[src/hdl/xae_consts.svh]
`ifndef XAE_CONSTS_SVH
`define XAE_CONSTS_SVH

// ***********************************************************************
// Word layout and decode
// ***********************************************************************
`define XAE_OPC_OPERATE    3'h7
`define XAE_OPC_HI         11
`define XAE_OPC_LO         9
`define XAE_BIT_GROUP3     8
`define XAE_BIT_LAST       0
`define XAE_BIT_SCA        5
`define XAE_CODE_HI        3
`define XAE_CODE_LO        1
`define XAE_WORD_TO_EXT    12'hF19
`define XAE_WORD_TO_COMPAT 12'hF27

// ***********************************************************************
// Instruction codes held in the low three latch bits
// ***********************************************************************
`define XAE_CODE_NONE      3'h0
`define XAE_CODE_TALLY     3'h1
`define XAE_CODE_MUL       3'h2
`define XAE_CODE_DIV       3'h3
`define XAE_CODE_NORM      3'h4
`define XAE_CODE_SHL       3'h5
`define XAE_CODE_ASR       3'h6
`define XAE_CODE_LSR       3'h7

// ***********************************************************************
// Counts and patterns
// ***********************************************************************
`define XAE_MUL_STEPS      5'h0C
`define XAE_TALLY_MAX      5'h1F
`define XAE_TALLY_ZERO     5'h00
`define XAE_NORM_STOP      24'hC00000
`define XAE_NORM_HALF      24'h800000
`define XAE_MODE_COMPAT    1'b0
`define XAE_MODE_EXT       1'b1

`endif

[src/hdl/xae_pkg.sv]
package xae_pkg;

   // Carry, primary and low-half chain as one carrier
   typedef struct packed {
      logic        link;
      logic [11:0] prim;
      logic [11:0] low;
   } xae_work_t;

   // Sequencer states
   typedef enum logic [1:0] {
      XAE_IDLE,
      XAE_WAIT_OPND,
      XAE_RUN
   } xae_state_t;

endpackage

[src/hdl/xae_core.sv]
`timescale 1ns/1ps
`include "xae_consts.svh"

module xae_core (
   // Clock and reset
   input  wire logic              clk_sys,
   input  wire logic              rst_b,
   // Clears
   input  wire logic              panel_clear_b,
   input  wire logic              clear_all_flags_op,
   // Instruction fetch from the host
   input  wire logic              fetch_strobe,
   input  wire logic [11:0]       memory_word_buffer,
   input  wire xae_pkg::xae_work_t work_in,
   output logic                   claim,
   // Second word from the host
   output logic                   opnd_req,
   output logic                   opnd_is_addr,
   input  wire logic              opnd_strobe,
   input  wire logic [11:0]       opnd_word,
   // Completion and results
   output logic                   busy,
   output logic                   done_strobe,
   output xae_pkg::xae_work_t     work_out,
   output logic                   greater_flag,
   output logic                   mode_ext,
   output logic [4:0]             shift_tally
);
   import xae_pkg::*;

   // ***********************************************************************
   // State
   // ***********************************************************************
   xae_state_t  state_reg,  state_next;
   logic [3:0]  op_latch_reg, op_latch_next;   // extension_op_latch
   logic        mode_reg,   mode_next;
   logic [4:0]  tally_reg,  tally_next;
   xae_work_t   work_reg,   work_next;
   logic        gt_reg,     gt_next;
   logic [11:0] opnd_reg,   opnd_next;
   logic        first_reg,  first_next;
   logic        done_reg,   done_next;
   logic        pclr_meta_reg;
   logic        pclr_sync_reg;
   // The working chain is copied in at the fetch and handed back at done
   // Mode and greater flag live across instructions; mode words, extended right shifts and clears change them

   // ***********************************************************************
   // Decode
   // ***********************************************************************
   logic [2:0]  code;
   logic [2:0]  fetch_code;
   logic        is_ext_word;
   logic        clr_mode;
   logic [12:0] mul_sum;
   logic [12:0] div_rem;
   logic        div_fits;
   logic [23:0] chain;

   // Host bit 0 is index 11 here, so field positions count from the right
   // The decode looks at the live buffer, not a copy, during the fetch cycle
   // Recognise operate-class words with both marker bits set
   assign is_ext_word = (memory_word_buffer[`XAE_OPC_HI:`XAE_OPC_LO] == `XAE_OPC_OPERATE)
                      && memory_word_buffer[`XAE_BIT_GROUP3]
                      && memory_word_buffer[`XAE_BIT_LAST];
   assign fetch_code  = memory_word_buffer[`XAE_CODE_HI:`XAE_CODE_LO];
   assign code        = op_latch_reg[2:0];
   assign clr_mode    = !pclr_sync_reg || clear_all_flags_op;

   // Datapath helpers
   // mul_sum is one shift-add step; the carry out lands in the top primary bit
   // div_rem is the partial remainder with the next dividend bit shifted in
   // chain is the 24-bit value tested by normalize
   assign mul_sum  = {1'b0, work_reg.prim} + (work_reg.low[0] ? {1'b0, opnd_reg} : 13'h0000);
   assign div_rem  = {work_reg.prim, work_reg.low[11]};
   assign div_fits = div_rem >= {1'b0, opnd_reg};
   assign chain    = {work_reg.prim, work_reg.low};

   // ***********************************************************************
   // Handshake and result outputs
   // ***********************************************************************
   // Claim and busy are combinational so the hold-off is seen at once;
   // a registered claim would let a second fetch slip in behind the first
   // Handshake outputs
   assign claim        = fetch_strobe && is_ext_word && (state_reg == XAE_IDLE);
   assign busy         = state_reg != XAE_IDLE;
   assign opnd_req     = state_reg == XAE_WAIT_OPND;
   assign opnd_is_addr = mode_reg && ((code == `XAE_CODE_MUL) || (code == `XAE_CODE_DIV));

   // Registered data outputs
   assign done_strobe  = done_reg;
   assign work_out     = work_reg;
   assign greater_flag = mode_reg ? gt_reg : 1'b0;
   assign mode_ext     = mode_reg;
   assign shift_tally  = tally_reg;

   // ***********************************************************************
   // Next-state logic
   // ***********************************************************************
   always_comb begin
      state_next    = state_reg;
      op_latch_next = op_latch_reg;
      mode_next     = mode_reg;
      tally_next    = tally_reg;
      work_next     = work_reg;
      gt_next       = gt_reg;
      opnd_next     = opnd_reg;
      first_next    = first_reg;
      done_next     = 1'b0;
      case (state_reg)
         XAE_IDLE: begin
            // Accept a fetch only while idle; other words pass untouched
            if (claim) begin
               op_latch_next = {memory_word_buffer[`XAE_BIT_SCA],
                                fetch_code};
               work_next     = work_in;
               if (memory_word_buffer == `XAE_WORD_TO_EXT) begin
                  mode_next = `XAE_MODE_EXT;
                  done_next = 1'b1;
               end else if (memory_word_buffer == `XAE_WORD_TO_COMPAT) begin
                  mode_next = `XAE_MODE_COMPAT;
                  done_next = 1'b1;
               end else begin
                  case (fetch_code)
                     `XAE_CODE_NONE: begin
                        // Tally merged into the low primary bits
                        if (memory_word_buffer[`XAE_BIT_SCA] && !mode_reg) begin
                           work_next.prim = work_in.prim | {7'h00, tally_reg};
                        end
                        done_next = 1'b1;
                     end
                     `XAE_CODE_TALLY: begin
                        if (mode_reg) begin
                           // Tally taken from the primary register, which then clears
                           tally_next     = work_in.prim[4:0];
                           work_next.prim = 12'h000;
                           done_next      = 1'b1;
                        end else begin
                           state_next = XAE_WAIT_OPND;
                        end
                     end
                     `XAE_CODE_NORM: begin
                        tally_next = `XAE_TALLY_ZERO;
                        state_next = XAE_RUN;
                     end
                     default: begin
                        state_next = XAE_WAIT_OPND;
                     end
                  endcase
               end
            end
         end
         XAE_WAIT_OPND: begin
            // Operand arrives; every counted op except normalize loads its tally here
            if (opnd_strobe) begin
               opnd_next  = opnd_word;
               first_next = 1'b1;
               state_next = XAE_RUN;
               case (code)
                  `XAE_CODE_TALLY: begin
                     tally_next = ~opnd_word[4:0];
                     state_next = XAE_IDLE;
                     done_next  = 1'b1;
                  end
                  `XAE_CODE_MUL,
                  `XAE_CODE_DIV: begin
                     tally_next = `XAE_MUL_STEPS;
                  end
                  `XAE_CODE_SHL: begin
                     tally_next = opnd_word[4:0];
                  end
                  `XAE_CODE_ASR: begin
                     tally_next     = opnd_word[4:0];
                     work_next.link = work_reg.prim[11];
                  end
                  `XAE_CODE_LSR: begin
                     tally_next     = opnd_word[4:0];
                     work_next.link = 1'b0;
                  end
                  default: begin
                     state_next = XAE_IDLE;
                     done_next  = 1'b1;
                  end
               endcase
            end
         end
         XAE_RUN: begin
            // One step per clock; the tally decides the end, save a divide overflow or a normalize that meets differing top bits or the stop pattern
            first_next = 1'b0;
            case (code)
               `XAE_CODE_MUL: begin
                  if (tally_reg == `XAE_TALLY_ZERO) begin
                     // Twelve steps done: product complete
                     work_next.link = 1'b0;
                     state_next     = XAE_IDLE;
                     done_next      = 1'b1;
                  end else begin
                     // Shift-add; a prior primary value rides into the product
                     work_next.prim = mul_sum[12:1];
                     work_next.low  = {mul_sum[0], work_reg.low[11:1]};
                     tally_next     = tally_reg - 5'h01;
                  end
               end
               `XAE_CODE_DIV: begin
                  // Overflow is judged on the first trial only
                  if (first_reg && (work_reg.prim >= opnd_reg)) begin
                     work_next.link = 1'b1;
                     state_next     = XAE_IDLE;
                     done_next      = 1'b1;
                  end else if (tally_reg == `XAE_TALLY_ZERO) begin
                     work_next.link = 1'b0;
                     state_next     = XAE_IDLE;
                     done_next      = 1'b1;
                  end else begin
                     // Restoring step: remainder in primary, quotient in low half
                     work_next.prim = div_fits ? 12'(div_rem - {1'b0, opnd_reg})
                                               : div_rem[11:0];
                     work_next.low  = {work_reg.low[10:0], div_fits};
                     tally_next     = tally_reg - 5'h01;
                  end
               end
               `XAE_CODE_NORM: begin
                  // The tally limit guards a zero value that never normalizes
                  if ((work_reg.prim[11] != work_reg.prim[10])
                      || (chain == `XAE_NORM_STOP)
                      || (tally_reg == `XAE_TALLY_MAX)) begin
                     if (mode_reg && (chain == `XAE_NORM_HALF)) begin
                        work_next.prim = 12'h000;
                     end
                     state_next = XAE_IDLE;
                     done_next  = 1'b1;
                  end else begin
                     work_next  = {work_reg.prim[11], work_reg.prim[10:0],
                                   work_reg.low[11], work_reg.low[10:0], 1'b0};
                     tally_next = tally_reg + 5'h01;
                  end
               end
               default: begin
                  // Shifts: compatible mode runs count plus one, extended runs count
                  if (mode_reg && (tally_reg == `XAE_TALLY_ZERO)) begin
                     state_next = XAE_IDLE;
                     done_next  = 1'b1;
                  end else begin
                     if (code == `XAE_CODE_SHL) begin
                        work_next = {work_reg.prim[11], work_reg.prim[10:0],
                                     work_reg.low[11], work_reg.low[10:0],
                                     1'b0};
                     end else begin
                        work_next.prim = {work_reg.link, work_reg.prim[11:1]};
                        work_next.low  = {work_reg.prim[0], work_reg.low[11:1]};
                        gt_next        = mode_reg ? work_reg.low[0] : gt_reg;
                     end
                     if (!mode_reg && (tally_reg == `XAE_TALLY_ZERO)) begin
                        state_next = XAE_IDLE;
                        done_next  = 1'b1;
                     end else begin
                        tally_next = tally_reg - 5'h01;
                     end
                  end
               end
            endcase
         end
         default: begin
            state_next = XAE_IDLE;
         end
      endcase
      // Panel clear or clear-all-flags forces compatible mode
      if (clr_mode) begin
         mode_next = `XAE_MODE_COMPAT;
         gt_next   = 1'b0;
      end
      // Panel clear abandons a running operation with no completion pulse
      if (!pclr_sync_reg) begin
         state_next = XAE_IDLE;
      end
   end

   // ***********************************************************************
   // Registers
   // ***********************************************************************
   // Synchronous reset only; the power-up clear arrives on rst_b
   always_ff @(posedge clk_sys) begin
      if (!rst_b) begin
         state_reg     <= XAE_IDLE;
         op_latch_reg  <= 4'h0;
         mode_reg      <= `XAE_MODE_COMPAT;
         tally_reg     <= `XAE_TALLY_ZERO;
         work_reg      <= '0;
         gt_reg        <= 1'b0;
         opnd_reg      <= 12'h000;
         first_reg     <= 1'b0;
         done_reg      <= 1'b0;
      end else begin
         state_reg     <= state_next;
         op_latch_reg  <= op_latch_next;
         mode_reg      <= mode_next;
         tally_reg     <= tally_next;
         work_reg      <= work_next;
         gt_reg        <= gt_next;
         opnd_reg      <= opnd_next;
         first_reg     <= first_next;
         done_reg      <= done_next;
      end
   end

   // ***********************************************************************
   // Panel clear synchroniser
   // ***********************************************************************
   // The pin is asynchronous; only the second flop feeds the logic,
   // which costs two cycles of latency before the clear takes effect
   always_ff @(posedge clk_sys) begin
      if (!rst_b) begin
         pclr_meta_reg <= 1'b1;
         pclr_sync_reg <= 1'b1;
      end else begin
         pclr_meta_reg <= panel_clear_b;
         pclr_sync_reg <= pclr_meta_reg;
      end
   end

endmodule // xae_core

[config.mk]
export PLATFORM = sky130hd
export DESIGN_NAME = xae_core
export DESIGN_NICKNAME = d
export VERILOG_FILES = /design/src/hdl/xae_pkg.sv /design/src/hdl/xae_core.sv
export VERILOG_INCLUDE_DIRS = /design/src /design/src/hdl
export SDC_FILE = /design/constraint.sdc
export NUM_CORES = 1
export LEC_CHECK = 0
export BUFFER_PORTS_ARGS = -buffer_cell sky130_fd_sc_hd__buf_2
export CELL_PAD_IN_SITES_DETAIL_PLACEMENT = 0
export CELL_PAD_IN_SITES_GLOBAL_PLACEMENT = 1
export CORE_MARGIN = 5
export CORE_UTILIZATION = 45
export DETAILED_ROUTE_END_ITERATION = 8
export PLACE_DENSITY = 0.92
export SLEW_MARGIN = 25
export SYNTH_ARGS = -nofsm -noshare
export SYNTH_HDL_FRONTEND = slang
export SYNTH_SLANG_ARGS = --single-unit
[constraint.sdc]
create_clock -name clk_sys -period 7.3 [get_ports clk_sys]
set_clock_uncertainty 0.05 [all_clocks]
set_input_delay 0.365 -clock clk_sys [delete_from_list [all_inputs] [get_ports clk_sys]]
set_output_delay 0.365 -clock clk_sys [all_outputs]
set_load 0.03 [all_outputs]
Word level (Yosys, flattened, before mapping) --
Cells that the tools add are included.
Operators by class: $add $sub $neg 4, magnitude comparators 2, eq/ne operators 38, multiplexer cells 72, bitwise logic cells 6, reduce and logical (&&, ||, !) cells 40
Operator list (number):
- 2-to-1 mux 12 bit | 9
- 2-to-1 mux 24 bit | 4
- one-hot mux 25 bit (3 select lines) | 1
- 2-to-1 mux 25 bit | 2
- 2-to-1 mux 5 bit | 10
- == test 24 bit, second input constant | 2
- one-hot mux 24 bit (2 select lines) | 1
- one-hot mux 5 bit (3 select lines) | 3
- == test 12 bit, second input constant | 2
- one-hot mux 12 bit (2 select lines) | 1
- 2-to-1 mux 2 bit | 11
- inequality test 3 bit, second input constant | 7
- AND reduction 7 bit | 3
- 2-to-1 mux 1 bit | 20
- == test 3 bit, second input constant | 6
- one-hot mux 2 bit (3 select lines) | 3
- inequality test 5 x 4 -> 1 bit, second input constant | 3
- adder 12 x 12 -> 13 bit | 1
- >= comparator 13 x 12 -> 1 bit | 1
- >= comparator 12 bit | 1
- OR 12 x 5 -> 12 bit | 1
- AND reduction 12 bit | 1
- subtractor 12 bit | 1
- logical AND 1 bit | 10
- other kinds (33) | 58
Storage, ports and cells: register bits 53, word-level logic and storage cells 175

Longest topological paths before layout --
depth in word-level cells 8, gate-level depth with buffers 12, mapped depth without buffers 11

Worst setup path after synthesis --
OpenSTA, ideal clock, no wires.
path kind register to register, from register work_reg, in the netlist work_out[12], to register work_reg, in the netlist work_out[21], setup time 0.123 ns, arrival 2.681 ns, data required time 7.127 ns, path slack 4.446 ns, cell stages (with the launch flop) 11, cell sequence dfxtp_1 > inv_1 > ha_1 > nand2b_1 > a31oi_1 > o311a_1 > a211oi_1 > o32ai_1 > buf_2 > a41oi_1 > o21ai_1
Between the ends: cells in the longest elaborated chain, start to end 6, elaborated cells between the ends (all ways) 20
RTL lines:
- start, declared | RTL line xae_core.sv:38 | xae_work_t work_reg, work_next;
- start signal, assigned | RTL line xae_core.sv:298 | work_reg <= work_next;
- subtractor 12 bit, or another cell as far along | RTL line xae_core.sv:216 | work_next.prim = div_fits ? 12'(div_rem - {1'b0, opnd_reg})
- 2-to-1 mux 12 bit or logical OR 1 bit (tied branches) | RTL line xae_core.sv:216, xae_core.sv:224
- 2-to-1 mux 24 bit or logical OR 1 bit (tied branches) | RTL line xae_core.sv:210, xae_core.sv:224
- 2-to-1 mux 24 bit or 2-to-1 mux 12 bit (tied branches) | RTL line xae_core.sv:206, xae_core.sv:224
- one-hot mux 25 bit (3 select lines) | RTL line xae_core.sv:190 | case (code)
- one-hot mux 24 bit (2 select lines) | RTL line xae_core.sv:110 | case (state_reg)
Parallel ways exist; a longest one is shown, timed or not. The select of a mux whose other input is x is not followed. A chain may end at the register's enable or synchronous reset.

Final worst setup path --
from register op_latch_reg[1], to register work_reg, in the netlist work_out[20]
Between the ends: cells in the longest elaborated chain, start to end 5, elaborated cells between the ends (all ways) 14
RTL lines:
- start, declared | RTL line xae_core.sv:35 | logic [3:0] op_latch_reg, op_latch_next;
- start signal, assigned | RTL line xae_core.sv:295 | op_latch_reg <= op_latch_next;
- == test 3 bit
- 2-to-1 mux 24 bit | RTL line xae_core.sv:244 | if (code == `XAE_CODE_SHL) begin
- 2-to-1 mux 25 bit | RTL line xae_core.sv:240 | if (mode_reg && (tally_reg == `XAE_TALLY_ZERO)) begin
- one-hot mux 25 bit (3 select lines) | RTL line xae_core.sv:190
- one-hot mux 24 bit (2 select lines) | RTL line xae_core.sv:110
Parallel ways exist; a longest one is shown, timed or not. The select of a mux whose other input is x is not followed.

==> flow_metrics.tcl <==
set metrics [dict create \
    seqPwrFrac 0.497 \
    grt_setup_unrepaired "false" \
    fin_util 0.517 \
    maxSlewViolCount 0 \
    dieArea_mm2 0.0132 \
    n_antenna_cell 0 \
    grt_max_degree 50 \
    cts_buffer_depth 2 \
    drc 0 \
    maxCapViolations 0 \
    drt-total-wl_um 16800 \
    postCtsSetupRepairBufs 0 \
    timing.fmax_ghz 0.281 \
    synthCells 641 \
    vdd_drop_max_uv 81.0 \
    htree_levels 2 \
    cellInternalPower_mw 0.414 \
    cp.arrival_ps 3720 \
    ios 92 \
    synth.avg_cell_area_um2 7.75 \
    synthTopCellsByCount "nand2_1, nor2_1, dfxtp_1, a21oi_1, ha_1" \
    drtAntennaViolNets 0 \
    p_sw_frac 0.315 \
    grt_overflow 0 \
    synth.most_common_cell "nand2_1" \
    clock_latency_ps 320 \
    synth_nets 745 \
    area_delta_synth_final_pct 12.7 \
    crit_type "reg -> reg" \
    core.rowCount 38 \
    cts.hold.buffers_added 0 \
    p_total_mw 0.604 \
    dr.pass1.iters 6 \
    crit_family "compound AO/OA/AOI/OAI gates" \
    p_comb_frac 0.217 \
    hpwl_um 13200 \
    grt_use_total 0.253 \
    synth_area_mm2 0.00497 \
    ys_async_sr_fraction 0 \
    clkPwrFrac 0.285 \
    crit_slowest_cell "a211oi_1" \
    tns_ps 0 \
    cts_buffers 5 \
    cts_resized 0 \
    pre_cts_ws_ps 3910 \
    place_congestion 0.955 \
    clkSinkCount 53 \
    crit_fanout 12 \
    final_nets 819 \
    p_leak_nw 2.38 \
    min_path_type "in -> reg" \
    start_util 0.458 \
    grt_pass1_vias 5121 \
    post-route-min-period_ps 3550 \
    finalSetupViolCount 0 \
    cp.required_ps 7470 \
    seq_area_frac_synth 0.214 \
    worst_pin_slew_ps 849 \
    endpoint_kind "flop" \
    setup_slack_ps 3750 \
    cts_root_buffer "clkbuf_8" \
    ys_top_cells_by_area "dfxtp_1, ha_1, nand2_1, mux2i_1, a21oi_1" \
    coreArea_mm2 0.0108 \
    die_h_um 115 \
    place.port_buffers 91 \
    power_switching_mw 0.190 \
    fin_area_mm2 0.00560 \
    drtIter0Drc 529 \
    synth_ff_type "dfxtp_1" \
    finalCritPeriodShare 0.487 \
    crit_buf_inv 1 \
    power.density_mw_per_mm2 108 \
    critPathMaxStageDelay_ps 750 \
    vias 5345 \
    crit_chain "nor2b_1 > nand2_1 > a211oi_1 > o32ai_1 > buf_4 > and4_1 > a211o_1" \
    antenna_found_initial 0 \
    largest_reg_flops 25 \
    synth_edf_count 0 \
    synth_top_area_share 0.214 \
    ys_types 74 \
    status "finished, final reports clean" \
    hold_violations 0 \
    cts_tree "built" \
    grt_pass1_wl_um 26900 \
    die_w_um 115 \
    slew_headroom 0.432 \
    ys_seq_elements 53 \
    clk_pin_slew_ps 100 \
    cp-start-kind "flop" \
    postPlaceCellArea_mm2 0.00551 \
    vias_per_cell 6.24 \
    yosys_warnings 0 \
    synth_area_leader_cell "dfxtp_1" \
    wire_per_inst_um 19.6 \
    drive_above_1_share 0.172 \
]
## through the flow
stage	cells	hold WS, ps
global placement	848	349
detailed placement	848	358
floorplan	641	336
CTS	856	151
global route	856	161
finish	856	164
## path summary, 6_finish.rpt
kind | startpoint | end | slack (ps) | depth (start not counted)
setup / recovery | op_latch_reg[1]$_SDFFE_PN0P_ | work_out[20]$_SDFFE_PN0P_ | 3750 | 7
hold / removal | clear_all_flags_op | mode_ext$_SDFFE_PP0P_ | 160 | 2
setup reg to reg | op_latch_reg[1]$_SDFFE_PN0P_ | work_out[20]$_SDFFE_PN0P_ | 3750 | 7
hold reg to reg | pclr_meta_reg$_SDFF_PN1_ | pclr_sync_reg$_SDFF_PN1_ | 370 | 1
## routing by layer
| layer | routed length (um) | share of wire | global-route usage | up-vias |
|---|---|---|---|---|
| met5 | 0 | 0 | 0 | - |
| met2 | 7520 | 0.45 | 0.395 | 265 |
| met4 | 316 | 0.019 | 0.0712 | 0 |
| li1 | - | - | - | 2548 |
| met3 | 1470 | 0.087 | 0.0458 | 29 |
| met1 | 7500 | 0.45 | 0.357 | 2503 |
## power by group through the flow
stage,registers (mW),logic [mW],clock network [mW]
finish,0.301,0.131,0.172
global route,0.301,0.144,0.192
CTS,0.300,0.130,0.178
detailed placement,0.307,0.129,0
global placement,0.307,0.127,0
floorplan,0.308,0.0816,0
## worst reg2reg max path, delay by kind of cell (launching register included)
family,cells,cell delay [ps]
AOI/OAI and AO/OA,3,1320
and+or+nand+nor,3,1260
DFF,1,560
buffers and inverters,1,260
## area by class of cell
class,count,area [um2]
fill,1102,5240
multi-input combinational,530,3680
sequential,53,1060
inverter,30,113
timing repair buffer,95,485
clock buffer,6,72.6
clock inverter,2,15.0
tap,140,175
## logic make-up after synthesis
family | synth area share
fa+ha+maj | 0.128
simple gates | 0.218
buf+inv | 0.0459
mux | 0.0587
xor+xnor | 0.0300
flops | 0.214
compound gates | 0.305
## placed cells by master, fill, tap and decap left out, drive strengths merged, types with 15 or more instances in the layout
cell,n
ha,46
buf,95
inv,29
and2,19
o21ai,35
a221o,15
a21oi,51
mux2i,28
a211oi,16
nand2,78
dfxtp,53
nor2,64
Power figures use the tool's default switching activity.
